## src/core/tcc_pkg.sv

```systemverilog
package tcc_pkg;

    // ------------------------------------------------------------------
    // register map (byte addresses, one word each)
    // ------------------------------------------------------------------
    localparam logic [7:0] TCC_CTRL_OFS    = 8'h00;
    localparam logic [7:0] TCC_STATUS_OFS  = 8'h04;
    localparam logic [7:0] TCC_COUNT_OFS   = 8'h08;
    localparam logic [7:0] TCC_RELOAD_OFS  = 8'h0C;
    localparam logic [7:0] TCC_CAPTURE_OFS = 8'h10;

    // ------------------------------------------------------------------
    // timer_control_one field positions
    // ------------------------------------------------------------------
    localparam int TCC_CTRL_EN_BIT   = 0;
    localparam int TCC_CTRL_MODE_BIT = 1;
    localparam int TCC_CTRL_POL_BIT  = 2;
    localparam int TCC_CTRL_PRE_LSB  = 3;
    localparam int TCC_CTRL_CFG_LSB  = 6;
    localparam int TCC_CTRL_WIDTH    = 8;

    // ------------------------------------------------------------------
    // status field positions
    // ------------------------------------------------------------------
    localparam int TCC_STAT_CAUSE_BIT   = 0;
    localparam int TCC_STAT_STARTED_BIT = 1;
    localparam int TCC_STAT_LEVEL_BIT   = 2;

    // ------------------------------------------------------------------
    // values after reset and reload values
    // ------------------------------------------------------------------
    localparam logic [7:0]  TCC_CTRL_RST    = 8'h00;
    localparam logic [15:0] TCC_COUNT_RST   = 16'h0000;
    localparam logic [15:0] TCC_RELOAD_RST  = 16'hFFFF;
    localparam logic [15:0] TCC_CAPTURE_RST = 16'h0000;
    localparam logic [15:0] TCC_RESTART     = 16'h0001;

    // ------------------------------------------------------------------
    // enumerations
    // ------------------------------------------------------------------
    typedef enum logic {
        TCC_MODE_COUNT   = 1'b0,
        TCC_MODE_CAPCMP  = 1'b1
    } tcc_mode_t;

    typedef enum logic [1:0] {
        TCC_IRQ_BOTH     = 2'b00,
        TCC_IRQ_CAPTURE  = 2'b01,
        TCC_IRQ_RELOAD   = 2'b10,
        TCC_IRQ_BOTH_ALT = 2'b11
    } tcc_irq_cfg_t;

endpackage : tcc_pkg

```

## src/core/tcc_edge_if.sv

```systemverilog
interface tcc_edge_if;
    logic input_polarity_select;   // 0 rising, 1 falling
    logic edge_seen;               // one-cycle qualifying edge
    logic level;                   // synchronised input level

    modport detector (
        input  input_polarity_select,
        output edge_seen,
        output level
    );

    modport timer (
        output input_polarity_select,
        input  edge_seen,
        input  level
    );
endinterface : tcc_edge_if

```

## src/core/tcc_timer.sv

```systemverilog
// Added by the designer: the address map and the Wishbone slave port.
module tcc_timer #(
    parameter int CNT_W = 16,          // counter width
    parameter int PRE_W = 3            // prescale select width
) (
    input  wire logic        REF_CLK,  // system clock, 40 MHz
    input  wire logic        RST,      // synchronous reset, active high
    input  wire logic        TIMER_IN, // timer input pin
    input  wire logic [7:0]  WB_ADR_I, // wishbone byte address
    input  wire logic [31:0] WB_DAT_I, // wishbone write data
    input  wire logic [3:0]  WB_SEL_I, // wishbone byte selects
    input  wire logic        WB_WE_I,  // wishbone write enable
    input  wire logic        WB_CYC_I, // wishbone cycle
    input  wire logic        WB_STB_I, // wishbone strobe
    output logic [31:0]      WB_DAT_O, // wishbone read data
    output logic             WB_ACK_O, // wishbone acknowledge
    output logic             TMR_IRQ   // interrupt request pulse
);
    import tcc_pkg::*;

    // ------------------------------------------------------------------
    // elaboration checks
    // ------------------------------------------------------------------
    if (CNT_W != 16) begin : g_bad_cnt
        $error("tcc_timer: counter width must be 16");
    end
    if (PRE_W < 1 || PRE_W > 3) begin : g_bad_pre
        $error("tcc_timer: prescale select width must be 1 to 3");
    end

    localparam int PRE_CNT_W = (1 << PRE_W) - 1;

    // ------------------------------------------------------------------
    // declarations
    // ------------------------------------------------------------------
    tcc_edge_if edge_bus ();

    logic [7:0]           timer_control_one;
    logic [CNT_W-1:0]     count;
    logic [CNT_W-1:0]     reload;
    logic [CNT_W-1:0]     capture;
    logic                 capture_cause_flag;
    logic                 started;
    logic [PRE_CNT_W-1:0] pre_cnt;

    logic                 enabled;
    tcc_mode_t            mode;
    logic [PRE_W-1:0]     pre_sel;
    tcc_irq_cfg_t         interrupt_source_config;

    logic                 req;
    logic                 wr_req;
    logic                 rd_req;
    logic                 wr_ctrl;
    logic                 wr_count;
    logic                 wr_reload;
    logic                 wr_capture;
    logic [31:0]          next_rdata;

    logic                 pre_tick;
    logic                 count_tick;
    logic                 at_reload;
    logic                 cap_event;
    logic                 rld_event;
    logic                 irq_cap_ok;
    logic                 irq_rld_ok;
    logic [CNT_W-1:0]     next_count;
    logic [CNT_W-1:0]     count_wdata;
    logic [CNT_W-1:0]     reload_wdata;
    logic [CNT_W-1:0]     capture_wdata;

    // ------------------------------------------------------------------
    // input edge detector
    // ------------------------------------------------------------------
    tcc_edge u_edge (
        .REF_CLK   (REF_CLK),
        .RST       (RST),
        .TIMER_IN  (TIMER_IN),
        .edge_port (edge_bus.detector)
    );

    // ------------------------------------------------------------------
    // control field decode
    // ------------------------------------------------------------------
    assign enabled = timer_control_one[TCC_CTRL_EN_BIT];
    assign mode    = tcc_mode_t'(timer_control_one[TCC_CTRL_MODE_BIT]);
    assign pre_sel = timer_control_one[TCC_CTRL_PRE_LSB +: PRE_W];
    assign interrupt_source_config =
        tcc_irq_cfg_t'(timer_control_one[TCC_CTRL_CFG_LSB +: 2]);
    assign edge_bus.input_polarity_select =
        timer_control_one[TCC_CTRL_POL_BIT];

    // ------------------------------------------------------------------
    // wishbone decode
    // ------------------------------------------------------------------
    assign req        = WB_CYC_I & WB_STB_I & ~WB_ACK_O;
    assign wr_req     = req & WB_WE_I;
    assign rd_req     = req & ~WB_WE_I;
    assign wr_ctrl    = wr_req && (WB_ADR_I == TCC_CTRL_OFS);
    assign wr_count   = wr_req && (WB_ADR_I == TCC_COUNT_OFS);
    assign wr_reload  = wr_req && (WB_ADR_I == TCC_RELOAD_OFS);
    assign wr_capture = wr_req && (WB_ADR_I == TCC_CAPTURE_OFS);

    // byte-lane merge for the 16-bit registers
    for (genvar b = 0; b < CNT_W / 8; b++) begin : g_lane
        assign count_wdata[b*8 +: 8] = WB_SEL_I[b] ?
            WB_DAT_I[b*8 +: 8] : count[b*8 +: 8];
        assign reload_wdata[b*8 +: 8] = WB_SEL_I[b] ?
            WB_DAT_I[b*8 +: 8] : reload[b*8 +: 8];
        assign capture_wdata[b*8 +: 8] = WB_SEL_I[b] ?
            WB_DAT_I[b*8 +: 8] : capture[b*8 +: 8];
    end

    // ------------------------------------------------------------------
    // read mux
    // ------------------------------------------------------------------
    always_comb begin
        next_rdata = 32'h00000000;
        unique case (WB_ADR_I)
            TCC_CTRL_OFS: begin
                next_rdata[TCC_CTRL_WIDTH-1:0] = timer_control_one;
            end
            TCC_STATUS_OFS: begin
                next_rdata[TCC_STAT_CAUSE_BIT]   = capture_cause_flag;
                next_rdata[TCC_STAT_STARTED_BIT] = started;
                next_rdata[TCC_STAT_LEVEL_BIT]   = edge_bus.level;
            end
            TCC_COUNT_OFS: begin
                next_rdata[CNT_W-1:0] = count;
            end
            TCC_RELOAD_OFS: begin
                next_rdata[CNT_W-1:0] = reload;
            end
            TCC_CAPTURE_OFS: begin
                next_rdata[CNT_W-1:0] = capture;
            end
            default: begin
                next_rdata = 32'h00000000;
            end
        endcase
    end

    // ------------------------------------------------------------------
    // bus answer: ack one cycle after the request, then drop
    // ------------------------------------------------------------------
    always_ff @(posedge REF_CLK) begin
        if (RST) begin
            WB_ACK_O <= 1'b0;
        end else begin
            WB_ACK_O <= req;
        end
    end

    always_ff @(posedge REF_CLK) begin
        if (RST) begin
            WB_DAT_O <= 32'h00000000;
        end else if (rd_req) begin
            WB_DAT_O <= next_rdata;
        end
    end

    // ------------------------------------------------------------------
    // control and reload registers
    // ------------------------------------------------------------------
    always_ff @(posedge REF_CLK) begin
        if (RST) begin
            timer_control_one <= TCC_CTRL_RST;
        end else if (wr_ctrl && WB_SEL_I[0]) begin
            timer_control_one <= WB_DAT_I[TCC_CTRL_WIDTH-1:0];
        end
    end

    always_ff @(posedge REF_CLK) begin
        if (RST) begin
            reload <= TCC_RELOAD_RST;
        end else if (wr_reload) begin
            reload <= reload_wdata;
        end
    end

    // ------------------------------------------------------------------
    // start gate: set by the first qualifying edge in either mode;
    // only capture/compare waits on it, counter mode ignores it
    // ------------------------------------------------------------------
    always_ff @(posedge REF_CLK) begin
        if (RST) begin
            started <= 1'b0;
        end else if (!enabled) begin
            started <= 1'b0;
        end else if (edge_bus.edge_seen) begin
            started <= 1'b1;
        end
    end

    // ------------------------------------------------------------------
    // prescaler, only used in capture/compare mode
    // ------------------------------------------------------------------
    assign pre_tick = (pre_cnt ==
        PRE_CNT_W'((1 << pre_sel) - 1));

    always_ff @(posedge REF_CLK) begin
        if (RST) begin
            pre_cnt <= '0;
        end else if (!enabled || !started || mode == TCC_MODE_COUNT ||
                     pre_tick || cap_event) begin
            pre_cnt <= '0;
        end else begin
            pre_cnt <= pre_cnt + 1'b1;
        end
    end

    // ------------------------------------------------------------------
    // event decode
    // ------------------------------------------------------------------
    always_comb begin
        count_tick = 1'b0;
        cap_event  = 1'b0;
        unique case (mode)
            TCC_MODE_COUNT: begin
                count_tick = enabled & edge_bus.edge_seen;
            end
            TCC_MODE_CAPCMP: begin
                cap_event  = enabled & started &
                    edge_bus.edge_seen;
                count_tick = enabled & started & pre_tick;
            end
        endcase
    end

    assign at_reload = (count == reload);
    assign rld_event = count_tick & at_reload & ~cap_event;

    assign irq_cap_ok = (interrupt_source_config != TCC_IRQ_RELOAD);
    assign irq_rld_ok = (interrupt_source_config != TCC_IRQ_CAPTURE);

    // ------------------------------------------------------------------
    // counter
    // ------------------------------------------------------------------
    always_comb begin
        next_count = count;
        if (cap_event || rld_event) begin
            next_count = TCC_RESTART;
        end else if (count_tick) begin
            next_count = count + 1'b1;
        end
    end

    always_ff @(posedge REF_CLK) begin
        if (RST) begin
            count <= TCC_COUNT_RST;
        end else if (wr_count) begin
            count <= count_wdata;
        end else begin
            count <= next_count;
        end
    end

    // ------------------------------------------------------------------
    // capture register and cause flag
    // ------------------------------------------------------------------
    always_ff @(posedge REF_CLK) begin
        if (RST) begin
            capture <= TCC_CAPTURE_RST;
        end else if (cap_event) begin
            capture <= count;
        end else if (wr_capture) begin
            capture <= capture_wdata;
        end
    end

    always_ff @(posedge REF_CLK) begin
        if (RST) begin
            capture_cause_flag <= 1'b0;
        end else if (cap_event) begin
            capture_cause_flag <= 1'b1;
        end else if (rld_event && mode == TCC_MODE_CAPCMP) begin
            capture_cause_flag <= 1'b0;
        end
    end

    // ------------------------------------------------------------------
    // interrupt request pulse
    // ------------------------------------------------------------------
    always_ff @(posedge REF_CLK) begin
        if (RST) begin
            TMR_IRQ <= 1'b0;
        end else begin
            TMR_IRQ <= (cap_event & irq_cap_ok) |
                       (rld_event & irq_rld_ok);
        end
    end

endmodule : tcc_timer

```

## src/core/tcc_edge.sv

```systemverilog
module tcc_edge (
    input  wire logic REF_CLK,        // system clock
    input  wire logic RST,            // synchronous reset
    input  wire logic TIMER_IN,       // timer input pin
    tcc_edge_if.detector edge_port    // edge towards timer
);
    import tcc_pkg::*;

    logic sync_first;
    logic sync_second;
    logic last_level;

    // ------------------------------------------------------------------
    // two-flop synchroniser and previous sample
    // ------------------------------------------------------------------
    always_ff @(posedge REF_CLK) begin
        if (RST) begin
            sync_first  <= 1'b0;
            sync_second <= 1'b0;
            last_level  <= 1'b0;
        end else begin
            sync_first  <= TIMER_IN;
            sync_second <= sync_first;
            last_level  <= sync_second;
        end
    end

    // one pulse per transition of the chosen polarity
    assign edge_port.edge_seen = edge_port.input_polarity_select ?
        (last_level & ~sync_second) :
        (~last_level & sync_second);
    assign edge_port.level = sync_second;

endmodule : tcc_edge

```

## config.mk

```make
export PLATFORM = sky130hd
export DESIGN_NAME = tcc_timer
export DESIGN_NICKNAME = d
export VERILOG_FILES = /design/src/core/tcc_pkg.sv /design/src/core/tcc_edge_if.sv /design/src/core/tcc_timer.sv /design/src/core/tcc_edge.sv
export SDC_FILE = /design/constraint.sdc
export NUM_CORES = 1
export LEC_CHECK = 0
export BUFFER_PORTS_ARGS = -buffer_cell sky130_fd_sc_hd__buf_2
export CAP_MARGIN = 10
export CORE_MARGIN = 2
export CORE_UTILIZATION = 50
export CTS_BUF_LIST = sky130_fd_sc_hd__clkbuf_4 sky130_fd_sc_hd__clkbuf_8
export CTS_CLUSTER_SIZE = 14
export DETAILED_ROUTE_END_ITERATION = 6
export MAX_ROUTING_LAYER = met4
export PLACE_DENSITY = 0.72
export SLEW_MARGIN = 25
export SYNTH_ARGS = -nofsm -noshare
export SYNTH_HDL_FRONTEND = slang
export SYNTH_SLANG_ARGS = --single-unit
```

## constraint.sdc

```tcl
create_clock -name REF_CLK -period 4.6 [get_ports REF_CLK]
set_clock_uncertainty 0.2 [all_clocks]
set_input_delay 0.69 -clock REF_CLK [delete_from_list [all_inputs] [get_ports REF_CLK]]
set_output_delay 0.69 -clock REF_CLK [all_outputs]
set_load 0.01 [all_outputs]
```

==> results of run 1 <==
==> final timing paths <==
kind,from,end,slack [ps],cells after the start
setup / recovery,timer_control_one[3]$_SDFFE_PP0P_,count[5]$_SDFFE_PP0P_,770,10
hold / removal,u_edge.sync_first$_SDFF_PP0_,u_edge.edge_port.level$_SDFF_PP0_,240,1
setup reg to reg,timer_control_one[3]$_SDFFE_PP0P_,count[5]$_SDFFE_PP0P_,770,10
hold reg to reg,u_edge.sync_first$_SDFF_PP0_,u_edge.edge_port.level$_SDFF_PP0_,240,1
==> power breakdown <==
part / switching [W] / leakage [nW] / internal [W] / total, W
Sequential: 0.0000146 / 0.696 / 0.000756 / 0.000771
Clock: 0.000291 / 0.144 / 0.000474 / 0.000765
Combinational: 0.0000690 / 1.13 / 0.0000408 / 0.000110
==> sequential cells by signal, summed over array words and instances (netlist names) <==
signal                  count
TMR_IRQ                     1
pre_cnt                     7
u_edge.last_level           1
WB_DAT_O                   16
capture                    16
reload                     16
count                      16
u_edge.sync_first           1
capture_cause_flag          1
started                     1
timer_control_one           8
u_edge.edge_port.level      1
WB_ACK_O                    1
==> routing by layer <==
metal / vias up / track usage, % / part of all wire, % / wire (µm)
met4: 0 / 7.59 / 1.6 / 206
li1: 2161 / - / - / -
met5: - / - / 0 / 0
met3: 23 / 4.77 / 8.3 / 1080
met2: 212 / 36.3 / 45 / 5810
met1: 2104 / 35.0 / 45 / 5850
==> stage by stage <==
step / worst slack [ps] / instances / hold WS [ps] / utilization (%)
finish: 769 / 753 / 244 / 56.1
global route: 453 / 753 / 269 / 56.1
CTS: 867 / 753 / 247 / 56.0
detailed placement: 936 / 737 / 228 / 53.0
global placement: 1050 / 737 / 218 / 53.0
floorplan: 1770 / 611 / 214 / -
==> final cells by class <==
type / instances / area [µm²]
clock buffer: 9 / 124
clock inverter: 7 / 168
fill: 898 / 4250
inverter: 6 / 22.5
multi-input combinational: 459 / 2960
sequential: 86 / 1720
tap: 133 / 166
timing repair buffer: 53 / 275
==> critical path, delay by kind of cell (launching register included) <==
kind,cells,cell delay (ps)
adder cells (fa/ha/maj),1,370
AND/OR/NAND/NOR,2,310
AO/OA/AOI/OAI,6,2120
buffers and inverters,1,110
flip-flops,1,620
==> cells by family after synthesis <==
logic type                 synth area share, %
other                                   0.0759
muxes                                     7.42
buffers and inverters                     6.76
xor gates and xnor gates                  4.43
and+or+nand+nor                           23.6
adders and majority gates                0.760
AOI/OAI and AO/OA                         22.1
DFF                                       34.8
==> cell usage after synthesis (4+ instances only) <==
master	count	area (µm²)
a211o_1	16	140
a211oi_1	21	158
a21oi_1	20	100
a22oi_1	9	67.6
a311oi_1	19	166
a31oi_1	6	37.5
and3_1	7	43.8
buf_2	9	45.0
buf_4	20	150
clkbuf_1	30	113
dfxtp_1	86	1720
inv_1	6	22.5
mux2_2	13	146
mux2i_1	22	220
nand2_1	67	251
nand2b_1	4	25.0
nand3_1	19	95.1
nand4_1	5	31.3
nor2_1	71	267
nor2b_1	22	138
nor3_1	5	25.0
nor4_1	5	31.3
o21ai_0	17	85.1
o41ai_1	5	43.8
or3_1	4	25.0
xnor2_1	7	61.3
xor2_1	18	158
==> out/qor.csv, run 1 <==
metric;value;unit
first-pass GRT wire length;19900;µm
Placement Cell Area;5130;µm²
clk_lat worst skew;370;ps
total track usage;24.9;%
vias in the first global route;3870;
required time of the critical path;4670;ps
Setup-failing EPs final;0;
# Max-Cap Violations;0;
slowest cell on the critical path;o31ai_2;
TritonCTS clock tree;built;
P_leak;1.98;nW
Synth cell types;66;
number of flops mapped to enable cells by yosys;0;
fmax;261;MHz
CP Launch Type;flip-flop;
gpl congestion;0.935;
post_cts resized;0;
Die Y;103;µm
H-tree depth;3;
Overall Power;0.00165;W
design area;5430;µm²
post-synthesis async set-or-reset flop share;0;%
Iteration-0 DRC Markers;505;
pin count of the biggest net entering global routing;51;
Remaining DRCs;0;
share of layout cells above drive strength 1;15.8;%
Worst Setup End Kind;flip-flop;
largest stage delay on the critical path;860;ps
most common flop cell mapped by yosys;dfxtp_1;
sequential fraction of the synthesis area;34.8;%
via count;4500;
via/cell ratio;5.98;
Final Hold Fails;0;
Port Buffers;49;
Seq cells post-synth;86;
Avg Inst Size Synth;8.29;µm²
commonest non-fill, non-tap cell in the layout;dfxtp_1;
drt pass-1 iters;6;
Final min period;3830;ps
initial core utilization;51.0;%
area grow syn2layout;9.98;%
peak supply drop;0.000121;V
Tightest Pin Transition;1060;ps
post-route clock period utilization;83.3;%
# IOs;84;
Hold WC Path Type;flip-flop to flip-flop;
ANT cells;0;
fin. max-slew vios;0;
Final ANT Viol Nets;0;
CTS Hold Buffers Added;0;
Mapped Cells;596;
Core Area;9680;µm²
clock sinks;86;
initial antenna violation count;0;
Bufs on Longest Clock Path;2;
die area;10700;µm²
CP max FO;14;
Setup TNS Final;0;ps
Worst slew margin;29.0;%
Synth Cell Area;4940;µm²
grt total ovfl;0;
# rows;36;
PD cells;303;nW/µm²
commonest cells after routing, fill and taps aside;86 x dfxtp_1, 70 x nor2_1, 67 x nand2_1;
die width;103;µm
status;finished clean;
CTS buffer count;9;
nets;668;
RSZ-0062 raised after global routing;no;
DP HPWL;9100;µm
critical path class;flip-flop to flip-flop;
crit path DAT;3900;ps
wire length per cell;17.2;µm
CTS clk-pin slew, worst paths;90;ps
Yosys warnings;0;
Post-CTS Setup Inserts;0;
DRT Wirelength;12900;µm
CP Cell Sequence;inv_1, nand2_1, ha_1, nor2b_1, o221ai_1, o31a_1, o2111a_1, o31ai_2, o21ai_0, a211oi_1;
clock root cell;clkbuf_8;
(Power assumes the default switching activity.)
==> inputs of run 2 (changes only) <==
--- a/config.mk
+++ b/config.mk
@@ -5,6 +5,7 @@
 export SDC_FILE = /design/constraint.sdc
 export NUM_CORES = 1
 export LEC_CHECK = 0
+export ABC_AREA = 1
 export BUFFER_PORTS_ARGS = -buffer_cell sky130_fd_sc_hd__buf_2
 export CAP_MARGIN = 10
 export CORE_MARGIN = 2
@@ -13,7 +14,7 @@
 export CTS_CLUSTER_SIZE = 14
 export DETAILED_ROUTE_END_ITERATION = 6
 export MAX_ROUTING_LAYER = met4
-export PLACE_DENSITY = 0.72
+export PLACE_DENSITY = 0.75
 export SLEW_MARGIN = 25
 export SYNTH_ARGS = -nofsm -noshare
 export SYNTH_HDL_FRONTEND = slang
==> constraint.sdc (replaced) <==
create_clock -name REF_CLK -period 3.3 [get_ports REF_CLK]
set_clock_uncertainty 0.2 [all_clocks]
set_input_delay 0.495 -clock REF_CLK [delete_from_list [all_inputs] [get_ports REF_CLK]]
set_output_delay 0.495 -clock REF_CLK [all_outputs]
set_load 0.01 [all_outputs]
==> out/qor.csv, run 2 <==
metric;value;unit
initial core utilization;51.8;%
grt met3 use;6.43;%
peak supply drop;0.000287;V
commonest cells in the netlist;196 x nand2_1, 86 x dfxtp_1, 70 x inv_1;
Synth area leaders;dfxtp_1 36%, nand2_1 15%, inv_1 5.5%;
first-pass GRT wire length;22000;µm
GRT met2 Usage;45.4;%
clk_lat worst skew;370;ps
Setup TNS Final;0;ps
Final ANT Viol Nets;0;
most frequent CP cell;nand2_1;
H-tree depth;3;
commonest non-fill, non-tap cell in the layout;nand2_1;
share of layout cells above drive strength 1;13.7;%
Yosys warnings;0;
die width;102;µm
slowest cell on the critical path;dfxtp_1;
DP HPWL;9430;µm
vias in the first global route;4547;
post-synthesis async set-or-reset flop share;0;%
area leader, netlist;dfxtp_1;
Hold WC Path Type;input pin to flip-flop;
Most Crowded Layer GR;met2;
initial antenna violation count;0;
RR Startpoint;timer_control_one[4]$_SDFFE_PP0P_;
Final min period;2860;ps
pin count of the biggest net entering global routing;32;
Worst setup startpoint;timer_control_one[4]$_SDFFE_PP0P_;
min-delay src;TIMER_IN;
Bufs on Longest Clock Path;2;
Mapped Cells;714;
ANT cells;0;
final setup margin;440;ps
Post-CTS Setup Inserts;0;
Worst Setup End Kind;flip-flop;
CTS clk-pin slew, worst paths;90;ps
area grow syn2layout;10.6;%
DRT Wirelength;13500;µm
Tightest Pin Transition;673;ps
Synth Cell Area;4810;µm²
total track usage;28.0;%
Iteration-0 DRC Markers;320;
CP Launch Type;flip-flop;
post_cts resized;0;
Worst R2R Path Depth;18;
Port Buffers;49;
Overall Power;0.00201;W
most common flop cell mapped by yosys;dfxtp_1;
CTS buffer count;9;
CP Cell Sequence;nor2_1, nand2_1, ha_1, nand2_1, inv_1, nor2_1, nand2_1, nor2_1, nand3_1, nor2_2, nand3_1, nand2_1, nand2_2, nand2_1, or2_1, nand2_1, nand2_1, inv_1;
post-route clock period utilization;86.7;%
Seq cells post-synth;86;
critical path class;flip-flop to flip-flop;
largest stage delay on the critical path;380;ps
Worst slew margin;55.0;%
Fillers;948;
Synth cell types;44;
commonest cells after routing, fill and taps aside;196 x nand2_1, 86 x dfxtp_1, 70 x inv_1;
pre-CTS setup slack;472;ps
Remaining DRCs;0;
Placement Cell Area;5080;µm²
Avg Inst Size Synth;6.73;µm²
Core Area;9280;µm²
crit path DAT;2940;ps
# rows;35;
most numerous cell in the Yosys netlist;nand2_1;
required time of the critical path;3380;ps
Final Hold Fails;0;
RSZ-0062 raised after global routing;no;
GR Util met1;33.5;%
die area;10400;µm²
Finished Core Util;57.3;%
wire length per cell;15.2;µm
drt pass-1 iters;5;
status;finished clean;
CP max FO;13;
Die Y;102;µm
via count;4942;
via/cell ratio;5.57;
Yosys top cell area share;35.8;%
fmax;350;MHz
Setup-failing EPs final;0;
hold path cells;3;
# Max-Cap Violations;0;
CTS Hold Buffers Added;0;
# IOs;84;
grt total ovfl;0;
clock sinks;86;
clock root cell;clkbuf_8;
gpl congestion;0.948;
TritonCTS clock tree;built;
P_leak;2.45;nW
nets;807;
PD cells;378;nW/µm²
design area;5320;µm²
fin. max-slew vios;0;
number of flops mapped to enable cells by yosys;0;
sequential fraction of the synthesis area;35.8;%
==> run 2: layer usage <==
metal,share of wire (%),vias to the layer above
li1,-,2389
met1,41,2285
met2,47,226
met3,8.4,42
met4,3.3,0
met5,0,-
==> run 2: cells by family after synthesis <==
| kind of cell | count (synthesis) | share of synthesized area (%) |
|---|---|---|
| flip-flops | 86 | 35.8 |
| buffers and inverters | 125 | 11.7 |
| AO/OA/AOI/OAI | 135 | 16.3 |
| adder cells (fa/ha/maj) | 3 | 0.781 |
| XOR/XNOR | 18 | 3.28 |
| other | 1 | 0.0780 |
| AND/OR/NAND/NOR | 346 | 32.1 |
==> run 2: cell type report <==
cell class | instances | area, µm² | area share, %
repair buffers | 57 | 305 | 5.74
flip-flops and latches | 86 | 1720 | 32.4
clock inverters | 3 | 65.1 | 1.22
well taps | 129 | 161 | 3.04
inverters | 82 | 310 | 5.84
multi-input cells | 518 | 2580 | 48.5
clock buffers | 13 | 173 | 3.25
==> run 2: through the flow <==
| step | instances | hold WS, ps |
|---|---|---|
| 6_report | 888 | 129 |
| 5_1_grt | 888 | 128 |
| 4_1_cts | 888 | 128 |
| 3_5_place_dp | 872 | 197 |
| 3_3_place_gp | 872 | 194 |
| 2_1_floorplan | 729 | 188 |
==> run 2: path summary, 6_finish.rpt <==
kind | slack, ps | to
max | 440 | count[3]$_SDFFE_PP0P_
min | 130 | u_edge.sync_first$_SDFF_PP0_
max reg2reg | 440 | count[3]$_SDFFE_PP0P_
min reg2reg | 210 | u_edge.edge_port.level$_SDFF_PP0_
==> run 2: worst max-delay path, delay by kind of cell (launching register included) <==
family                   cells  cell delay [ps]
AND/OR/NAND/NOR             15             1810
flip-flops                   1              380
adder cells (fa/ha/maj)      1              320
buffers and inverters        2               60
==> run 2: power breakdown <==
part | internal [W] | leakage (nW) | switching (W)
registers | 0.00104 | 0.694 | 0.00000232
clock network | 0.000496 | 0.123 | 0.000374
logic | 0.0000285 | 1.64 | 0.0000703
